--- src/core/adcsq_cfg.svh ---
// Constants for the converter sequencer control
`ifndef ADCSQ_CFG_SVH
`define ADCSQ_CFG_SVH
`define ADCSQ_START_STOP 2'h0
`define ADCSQ_START_IMM 2'h1
`define ADCSQ_START_EDGE 2'h2
`define ADCSQ_START_DUAL 2'h3
`define ADCSQ_MODE_STEP 3'h0
`define ADCSQ_MODE_SINGLE 3'h1
`define ADCSQ_MODE_CONT 3'h2
`define ADCSQ_MODE_SCANC 3'h3
`define ADCSQ_MSB_POS 4
`define ADCSQ_SLOT_LAST 2'h3
`endif

--- src/core/adcsq_pkg.sv ---
// Types for the converter sequencer control
package adcsq_pkg;
  typedef struct packed {
    logic enable;
    logic [2:0] mode;
    logic [1:0] start_mode;
    logic timer_sel;
    logic edge_pol;
    logic done_irq_en;
    logic bnd_irq_en;
    logic [3:0] input_sel;
  } adcsq_cfg_t;
  typedef struct packed {
    logic [7:0] high;
    logic [7:0] low;
  } adcsq_lim_t;
  typedef enum logic [2:0] {
    ADCSQ_IDLE = 3'b001,
    ADCSQ_CONV = 3'b010,
    ADCSQ_WAIT = 3'b100
  } adcsq_state_t;
endpackage

--- src/core/adcsq_top.sv ---
// Sequencer control for two four-input successive approximation converters
// Function
// - Fixed single: convert once, store, stop, flag
// - Single and scan modes: input n to result n
// - Fixed continuous fills results zero..three cyclically
// - Fixed continuous flags once per four conversions
// - Scan selected inputs lowest to highest
// - Scan single: each once, flag, stop
// - Scan continuous restarts at first selected input
// - Dual: first to 0,2; second to 1,3
// - Dual flags after each four conversions
// - Single step: one input per start, flag
// - Mode bits decode to four mode patterns
// - Timer overflow starts; overflows ignored while busy
// - Immediate start encoding starts at once
// - Chosen pin edge starts; edges ignored while busy
// - Dual encoding on either starts both together
// - Each converter has high and low limits
// - Early upper-nibble compare raises boundary flag
// - Inside early check: compare full result too
// - Boundary enable cleared suppresses boundary flag
// - Start bits: timer/stop, immediate, edge, dual
// - Polarity zero falling edge, one rising
// - Done flag set by hardware, cleared by software
`timescale 1ns/1ps
`default_nettype none
`include "adcsq_cfg.svh"
module adcsq_unit
  import adcsq_pkg::*;
#(
  parameter int RES_W = 8
) (
  input wire logic clk,
  input wire logic rst,
  input wire adcsq_cfg_t cfg,
  input wire adcsq_lim_t lim,
  input wire logic start_req,
  input wire logic stop_req,
  input wire logic done_clr,
  input wire logic bnd_clr,
  input wire logic sar_msb_valid,
  input wire logic sar_done,
  input wire logic [RES_W-1:0] sar_result,
  output logic sar_start,
  output logic [1:0] sar_chan,
  output logic busy,
  output logic done_flag,
  output logic bnd_flag,
  output logic [4*RES_W-1:0] results
);
  adcsq_state_t state_q;
  logic [1:0] chan_q;
  logic [1:0] slot_q;
  logic [1:0] first_q;
  logic run_q;
  logic cont_q;
  logic early_in_q;
  logic [2:0] nsel;
  logic [1:0] first_sel;
  logic [1:0] next_sel;
  logic has_next;
  logic is_dual;
  logic is_fixed_cont;
  logic [1:0] store_slot;
  logic group_end;
  logic keep_on;
  logic busy_q;
  logic early_out;
  logic full_out;
  logic bnd_set;
  always_comb begin
    nsel = 3'h0;
    first_sel = 2'h0;
    next_sel = 2'h0;
    has_next = 1'b0;
    for (int i = 3; i >= 0; i--) begin
      if (cfg.input_sel[i]) begin
        first_sel = 2'(i);
      end
    end
    for (int i = 0; i < 4; i++) begin
      nsel = nsel + 3'(cfg.input_sel[i]);
    end
    for (int i = 3; i >= 0; i--) begin
      if (cfg.input_sel[i] && 2'(i) > chan_q && !(chan_q == 2'h3)) begin
        next_sel = 2'(i);
        has_next = 1'b1;
      end
    end
  end
  assign is_dual = (cfg.mode == `ADCSQ_MODE_CONT) && (nsel == 3'h2);
  assign is_fixed_cont = (cfg.mode == `ADCSQ_MODE_CONT) && (nsel == 3'h1);
  // Fixed continuous and dual modes place by running slot, others by input
  assign store_slot = (is_dual || is_fixed_cont) ? slot_q : chan_q;
  always_comb begin
    unique case (cfg.mode)
      `ADCSQ_MODE_STEP: group_end = 1'b1;
      `ADCSQ_MODE_SINGLE: group_end = !has_next;
      `ADCSQ_MODE_CONT: group_end = (slot_q == `ADCSQ_SLOT_LAST);
      `ADCSQ_MODE_SCANC: group_end = !has_next;
      default: group_end = 1'b1;
    endcase
  end
  assign keep_on = cont_q && !stop_req && cfg.enable;
  always_ff @(posedge clk or posedge rst) begin
    if (rst) begin
      state_q <= ADCSQ_IDLE;
      chan_q <= 2'h0;
      slot_q <= 2'h0;
      first_q <= 2'h0;
      run_q <= 1'b0;
      cont_q <= 1'b0;
      sar_start <= 1'b0;
      busy_q <= 1'b0;
    end else begin
      sar_start <= 1'b0;
      if (stop_req || !cfg.enable) begin
        cont_q <= 1'b0;
      end
      unique case (state_q)
        ADCSQ_IDLE: begin
          if (start_req && cfg.enable && cfg.input_sel != 4'h0) begin
            state_q <= ADCSQ_CONV;
            busy_q <= 1'b1;
            sar_start <= 1'b1;
            if (!run_q || cfg.mode != `ADCSQ_MODE_STEP) begin
              chan_q <= first_sel;
            end
            first_q <= first_sel;
            slot_q <= 2'h0;
            run_q <= 1'b1;
            cont_q <= cfg.mode[1];
          end
        end
        ADCSQ_CONV: begin
          if (sar_done) begin
            slot_q <= slot_q + 2'h1;
            if (is_dual) begin
              chan_q <= (chan_q == first_q) ? next_sel : first_q;
            end else if (!is_fixed_cont) begin
              chan_q <= has_next ? next_sel : first_q;
            end
            // Continuous runs end after the current conversion once stopped
            if ((group_end || cfg.mode[1]) && !keep_on) begin
              state_q <= ADCSQ_IDLE;
              busy_q <= 1'b0;
              if (cfg.mode != `ADCSQ_MODE_STEP || !has_next) begin
                run_q <= 1'b0;
              end
            end else begin
              state_q <= ADCSQ_WAIT;
            end
          end
        end
        ADCSQ_WAIT: begin
          state_q <= ADCSQ_CONV;
          sar_start <= 1'b1;
        end
        default: begin
          state_q <= ADCSQ_IDLE;
          busy_q <= 1'b0;
        end
      endcase
    end
  end
  always_ff @(posedge clk or posedge rst) begin
    if (rst) begin
      results <= '0;
    end else if (state_q == ADCSQ_CONV && sar_done) begin
      results[store_slot*RES_W +: RES_W] <= sar_result;
    end
  end
  always_ff @(posedge clk or posedge rst) begin
    if (rst) begin
      done_flag <= 1'b0;
    end else if (state_q == ADCSQ_CONV && sar_done && group_end) begin
      done_flag <= 1'b1;
    end else if (done_clr) begin
      done_flag <= 1'b0;
    end
  end
  // Early compare on upper nibble, full compare only if that was inside
  assign early_out =
    (sar_result[RES_W-1:`ADCSQ_MSB_POS] > lim.high[RES_W-1:`ADCSQ_MSB_POS]) ||
    (sar_result[RES_W-1:`ADCSQ_MSB_POS] < lim.low[RES_W-1:`ADCSQ_MSB_POS]);
  assign full_out = (sar_result > lim.high) || (sar_result < lim.low);
  assign bnd_set = cfg.bnd_irq_en && state_q == ADCSQ_CONV &&
                   ((sar_msb_valid && early_out) || (sar_done && early_in_q && full_out));
  always_ff @(posedge clk or posedge rst) begin
    if (rst) begin
      early_in_q <= 1'b0;
    end else if (state_q == ADCSQ_CONV && sar_msb_valid) begin
      early_in_q <= !early_out;
    end
  end
  // Set wins over a clear in the same cycle
  always_ff @(posedge clk or posedge rst) begin
    if (rst) begin
      bnd_flag <= 1'b0;
    end else if (bnd_set) begin
      bnd_flag <= 1'b1;
    end else if (bnd_clr) begin
      bnd_flag <= 1'b0;
    end
  end
  assign sar_chan = chan_q;
  assign busy = busy_q;
endmodule

module adcsq_top
  import adcsq_pkg::*;
#(
  parameter int RES_W = 8
) (
  input wire logic SYS_CLK,
  input wire logic RESET,
  input wire adcsq_cfg_t CFG0,
  input wire adcsq_cfg_t CFG1,
  input wire logic START_WR0,
  input wire logic START_WR1,
  input wire adcsq_lim_t LIM0,
  input wire adcsq_lim_t LIM1,
  input wire logic TIMER_OVF,
  input wire logic EDGE_TRIGGER_PIN,
  input wire logic [1:0] DONE_CLR,
  input wire logic [1:0] BND_CLR,
  input wire logic [1:0] SAR_MSB_VALID,
  input wire logic [1:0] SAR_DONE,
  input wire logic [2*RES_W-1:0] SAR_RESULT,
  output logic [1:0] SAR_START,
  output logic [3:0] SAR_CHAN,
  output logic [1:0] BUSY,
  output logic [1:0] CONVERSION_DONE_FLAG,
  output logic [1:0] BOUNDARY_HIT_FLAG,
  output logic [4*RES_W-1:0] RESULTS0,
  output logic [4*RES_W-1:0] RESULTS1
);
  adcsq_cfg_t cfg [2];
  logic [1:0] start_wr;
  logic pin_q;
  logic pin_rise;
  logic pin_fall;
  logic pin_arm_q;
  logic dual_go;
  logic [1:0] start_req;
  logic [1:0] stop_req;
  logic [1:0] busy_w;
  logic [1:0] sar_start_w;
  logic [3:0] chan_w;
  logic [1:0] done_w;
  logic [1:0] bnd_w;
  logic [4*RES_W-1:0] res_w [2];
  assign cfg[0] = CFG0;
  assign cfg[1] = CFG1;
  assign start_wr = {START_WR1, START_WR0};
  always_ff @(posedge SYS_CLK or posedge RESET) begin
    if (RESET) begin
      pin_q <= 1'b0;
      pin_arm_q <= 1'b0;
    end else begin
      pin_q <= EDGE_TRIGGER_PIN;
      pin_arm_q <= 1'b1;
    end
  end
  // No edge is seen until the pin has been sampled once after reset
  assign pin_rise = pin_arm_q && EDGE_TRIGGER_PIN && !pin_q;
  assign pin_fall = pin_arm_q && !EDGE_TRIGGER_PIN && pin_q;
  assign dual_go = (START_WR0 && CFG0.start_mode == `ADCSQ_START_DUAL) ||
                   (START_WR1 && CFG1.start_mode == `ADCSQ_START_DUAL);
  for (genvar u = 0; u < 2; u++) begin : g_unit
    always_comb begin
      stop_req[u] = start_wr[u] && cfg[u].start_mode == `ADCSQ_START_STOP &&
                    !cfg[u].timer_sel;
      unique case (cfg[u].start_mode)
        `ADCSQ_START_STOP: start_req[u] = cfg[u].timer_sel && TIMER_OVF;
        `ADCSQ_START_IMM: start_req[u] = start_wr[u];
        `ADCSQ_START_EDGE: start_req[u] = cfg[u].edge_pol ? pin_rise : pin_fall;
        `ADCSQ_START_DUAL: start_req[u] = 1'b0;
        default: start_req[u] = 1'b0;
      endcase
      start_req[u] = start_req[u] || dual_go;
    end
    adcsq_unit #(
      .RES_W(RES_W)
    ) u_unit (
      .clk(SYS_CLK),
      .rst(RESET),
      .cfg(cfg[u]),
      .lim(u == 0 ? LIM0 : LIM1),
      .start_req(start_req[u] && !busy_w[u]),
      .stop_req(stop_req[u]),
      .done_clr(DONE_CLR[u]),
      .bnd_clr(BND_CLR[u]),
      .sar_msb_valid(SAR_MSB_VALID[u]),
      .sar_done(SAR_DONE[u]),
      .sar_result(SAR_RESULT[u*RES_W +: RES_W]),
      .sar_start(sar_start_w[u]),
      .sar_chan(chan_w[u*2 +: 2]),
      .busy(busy_w[u]),
      .done_flag(done_w[u]),
      .bnd_flag(bnd_w[u]),
      .results(res_w[u])
    );
  end
  assign SAR_START = sar_start_w;
  assign SAR_CHAN = chan_w;
  assign BUSY = busy_w;
  assign CONVERSION_DONE_FLAG = done_w;
  assign BOUNDARY_HIT_FLAG = bnd_w;
  assign RESULTS0 = res_w[0];
  assign RESULTS1 = res_w[1];
endmodule
`default_nettype wire

--- config.mk ---
export PLATFORM = sky130hd
export DESIGN_NAME = adcsq_top
export DESIGN_NICKNAME = d
export VERILOG_FILES = /design/src/core/adcsq_pkg.sv /design/src/core/adcsq_top.sv
export VERILOG_INCLUDE_DIRS = /design/src /design/src/core
export SDC_FILE = /design/constraint.sdc
export NUM_CORES = 1
export LEC_CHECK = 0
export BUFFER_PORTS_ARGS = -buffer_cell sky130_fd_sc_hd__buf_2
export CAP_MARGIN = 25
export CORE_ASPECT_RATIO = 0.75
export CORE_UTILIZATION = 42
export DETAILED_ROUTE_END_ITERATION = 12
export PLACE_DENSITY = 0.69
export SLEW_MARGIN = 20
export SYNTH_ARGS = -nofsm -noshare
export SYNTH_HDL_FRONTEND = slang
export SYNTH_SLANG_ARGS = --single-unit
--- constraint.sdc ---
create_clock -name SYS_CLK -period 3.4 [get_ports SYS_CLK]
set_input_delay 0.85 -clock SYS_CLK [delete_from_list [all_inputs] [get_ports SYS_CLK]]
set_output_delay 0.85 -clock SYS_CLK [all_outputs]
set_load 0.05 [all_outputs]
==> results.json <==
{
  "min_period_ns": 3.36,
  "status": "complete, no violations",
  "use_met3": 0.0385,
  "syn_to_final_growth_pct": 31.7,
  "grt_pass1_vias": 4980,
  "io_buffers": 163,
  "pre_cts_slack_ns": -0.576,
  "grt_pass1_wl_um": 24800,
  "ant_nets": 0,
  "post-dp-hpwl_um": 11800,
  "syn_area_mm2": 0.00581,
  "worstPathMaxFanout": 8,
  "hold_violations": 0,
  "fp.dieH_um": 104,
  "cts_tree": "built",
  "fin_crit_sh": 0.989,
  "cts_buffer_depth": 2,
  "antenna_found_initial": 0,
  "cp_num_buf_inv": 6,
  "ctsHoldBuffers": 0,
  "ys_seq_elements": 98,
  "grt_usage": 0.218,
  "drive_gt1_frac": 0.366,
  "wirelength_um": 15200,
  "p_per_area_mw_per_mm2": 609,
  "worstMarginPinSlew_ns": 0.633,
  "async_flop_share": 1.00,
  "final_max_slew_viol_count": 0,
  "start_util": 0.439,
  "antenna_cells": 0,
  "cts.sinks": 98,
  "use_met2": 0.334,
  "cp-end-kind": "flip-flop",
  "synth_top_area_share": 0.413,
  "vias": 5071,
  "grt_setup_unrepaired": "yes",
  "cts_buffers": 9,
  "gr-total-overflow": 0,
  "grt_max_degree": 99,
  "fillers": 1135,
  "fin_tns_setup_ns": 0,
  "yosysWarnings": 0,
  "fin_util": 0.578,
  "max-vdd-ir-drop_mv": 0.473,
  "synthTopCellsByCount": "96 x dfrtp_1, 65 x inv_1, 64 x a22o_1",
  "num_rows": 36,
  "crit_type": "primary input to flip-flop",
  "nNetsFinal": 912,
  "hold-worst-slack_ns": 0.490,
  "synth_cell_types": 62,
  "worstPathRequired_ns": 3.68,
  "yosysMostFrequentCell": "dfrtp_1",
  "ys_top_cells_by_area": "dfrtp_1 41%, ha_1 11%, a22o_1 9.6%",
  "synth_cells": 567,
  "synth_edf_count": 0,
  "core_region_area_mm2": 0.0132,
  "slowest_delay_ns": 0.37,
  "skew_ns": 0.00664,
  "insertion_delay_ns": 0.34,
  "grt.busiest_layer": "met2",
  "yosys.area.top_type": "dfrtp_1",
  "slew_headroom": 0.577,
  "syn-num-nets": 711,
  "clk_pin_slew_worst_paths_ns": 0.07,
  "yosysSeqAreaShare": 0.422,
  "cts_htree_levels": 3,
  "ioPinCount": 166,
  "setup_viol": 0,
  "worst_slack_ns": 0.0387,
  "path_delay_family": "adder cells",
  "worstPathArrival_ns": 3.64,
  "hp-class": "flip-flop to flip-flop",
  "static-leakage-power_uw": 0.00408,
  "synthFlopType": "dfrtp_1",
  "root_buffer": "clkbuf_16",
  "crit_top_cell": "ha_4",
  "die_area_mm2": 0.0143,
  "grt_util_met1": 0.322,
  "syn_avg_cell_area_um2": 10.3,
  "r2r_slack_ns": 1.32,
  "wl_per_cell_um": 16.1,
  "max_freq_mhz": 298,
  "firstDrtPassIters": 4,
  "start_kind": "primary input",
  "drc": 0,
  "viasPerCell": 5.37,
  "gp_congestion": 0.907,
  "crit_path_cell_trace": "buf_8 > inv_8 > ha_4 > inv_2 > fa_2 > inv_2 > ha_4 > and2_4 > o21ai_4 > mux2i_4 > buf_6 > ha_4 > or3_4 > nor3_4 > buf_6 > a22o_1",
  "slowest_stage": "or3_4",
  "fp.dieW_um": 138,
  "drt_iter0_drc": 248,
  "cap_violations": 0
}
[placed cells by master, fill, tap and decap left out, drive strengths merged, types with 3 or more instances in the layout]
master	n
o211ai	7
a211oi	3
inv	70
a22o	64
and2	6
mux2	10
xor2	4
nor3	12
ha	52
dfrtp	96
nand2b	8
or3	3
o21ai	20
a21o	6
nor2	32
a311o	3
nor4b	6
nand4	5
a31oi	5
and3	3
nor3b	4
clkbuf	9
nor2b	7
a21oi	29
nand3	11
mux2i	9
o2111ai	4
nand2	40
nand3b	4
buf	205
o22ai	4
[worst paths after layout]
path / startpoint / end / cells after the start
max: CFG1[0] / g_unit[1].u_unit.results[17]$_DFFE_PP0P_ / 16
min: g_unit[0].u_unit.run_q$_DFFE_PP0P_ / g_unit[0].u_unit.run_q$_DFFE_PP0P_ / 2
max reg2reg: g_unit[0].u_unit.state_q[0]$_DFFE_PP1P_ / g_unit[0].u_unit.sar_chan[1]$_DFFE_PP0P_ / 5
min reg2reg: g_unit[0].u_unit.run_q$_DFFE_PP0P_ / g_unit[0].u_unit.run_q$_DFFE_PP0P_ / 2
max in group asynchronous: RESET / g_unit[1].u_unit.state_q[0]$_DFFE_PP1P_ / 3
min in group asynchronous: RESET / g_unit[1].u_unit.results[11]$_DFFE_PP0P_ / 3
[timing repair]
| item | CTS | global route |
|---|---|---|
| setup buffers | 3 | 5 |
| gates resized for setup | 9 | 15 |
| pin swaps | 11 | 18 |
| endpoints found under the hold margin | 0 | 0 |
| setup endpoints to repair | 16 | 45 |
[layer usage]
layer / routed length [um] / part of all wire
met1: 7530 / 0.50
met2: 6760 / 0.44
met3: 789 / 0.052
met4: 132 / 0.0087
met5: 0 / 0
[power breakdown]
| group | internal [uW] | switching [uW] |
|---|---|---|
| clock network | 591 | 474 |
| registers | 1390 | 230 |
| logic | 750 | 1230 |
[area by class of cell]
| type | count | area [um2] | share of cell area |
|---|---|---|---|
| multi-input cells | 387 | 3200 | 0.417 |
| inverters | 67 | 280 | 0.0366 |
| repair buffers | 205 | 1200 | 0.156 |
| well taps | 171 | 214 | 0.0279 |
| clock inverters | 7 | 92.6 | 0.0121 |
| flip-flops and latches | 98 | 2450 | 0.321 |
| clock buffers | 9 | 225 | 0.0294 |
[flip-flops by register name (all words and copies together), names as in the netlist]
register and count:
g_unit.u_unit.sar_chan 4, g_unit.u_unit.bnd_flag 2, g_unit.u_unit.busy 2, g_unit.u_unit.done_flag 2, g_unit.u_unit.first_q 4, g_unit.u_unit.results 64
g_unit.u_unit.state_q 6, g_unit.u_unit.slot_q 4, g_unit.u_unit.sar_start 2, pin_q 1, g_unit.u_unit.cont_q 2, g_unit.u_unit.early_in_q 2
g_unit.u_unit.run_q 2, pin_arm_q 1
[through the flow]
| step | cells | cell area, um2 | power [uW] |
|---|---|---|---|
| after floorplan | 567 | 5960 | 2990 |
| after global placement | 920 | 7190 | 3480 |
| after global routing | 944 | 7660 | 4940 |
| after CTS | 939 | 7560 | 4630 |
| final | 944 | 7660 | 4670 |
| after detailed placement | 920 | 7190 | 3540 |
[kinds of logic (layout without fill, tap and decap cells)]
kind of cell	Yosys count	count (layout)	share of synthesized area
buffers and inverters	82	288	0.0583
AOI/OAI and AO/OA	162	162	0.206
xor gates and xnor gates	4	4	0.00603
and+or+nand+nor	147	147	0.149
muxes	19	19	0.0392
adders and majority gates	54	54	0.119
other	1	1	0.000645
DFF	98	98	0.422
[worst register-to-register path: cells and delay by family, from the launching register on]
kind | cells | cell delay [ns]
AND/OR/NAND/NOR | 3 | 0.88
flip-flops | 1 | 0.57
multiplexers | 1 | 0.35
AO/OA/AOI/OAI | 1 | 0.16
No activity file was read; power rests on OpenSTA's default activity.
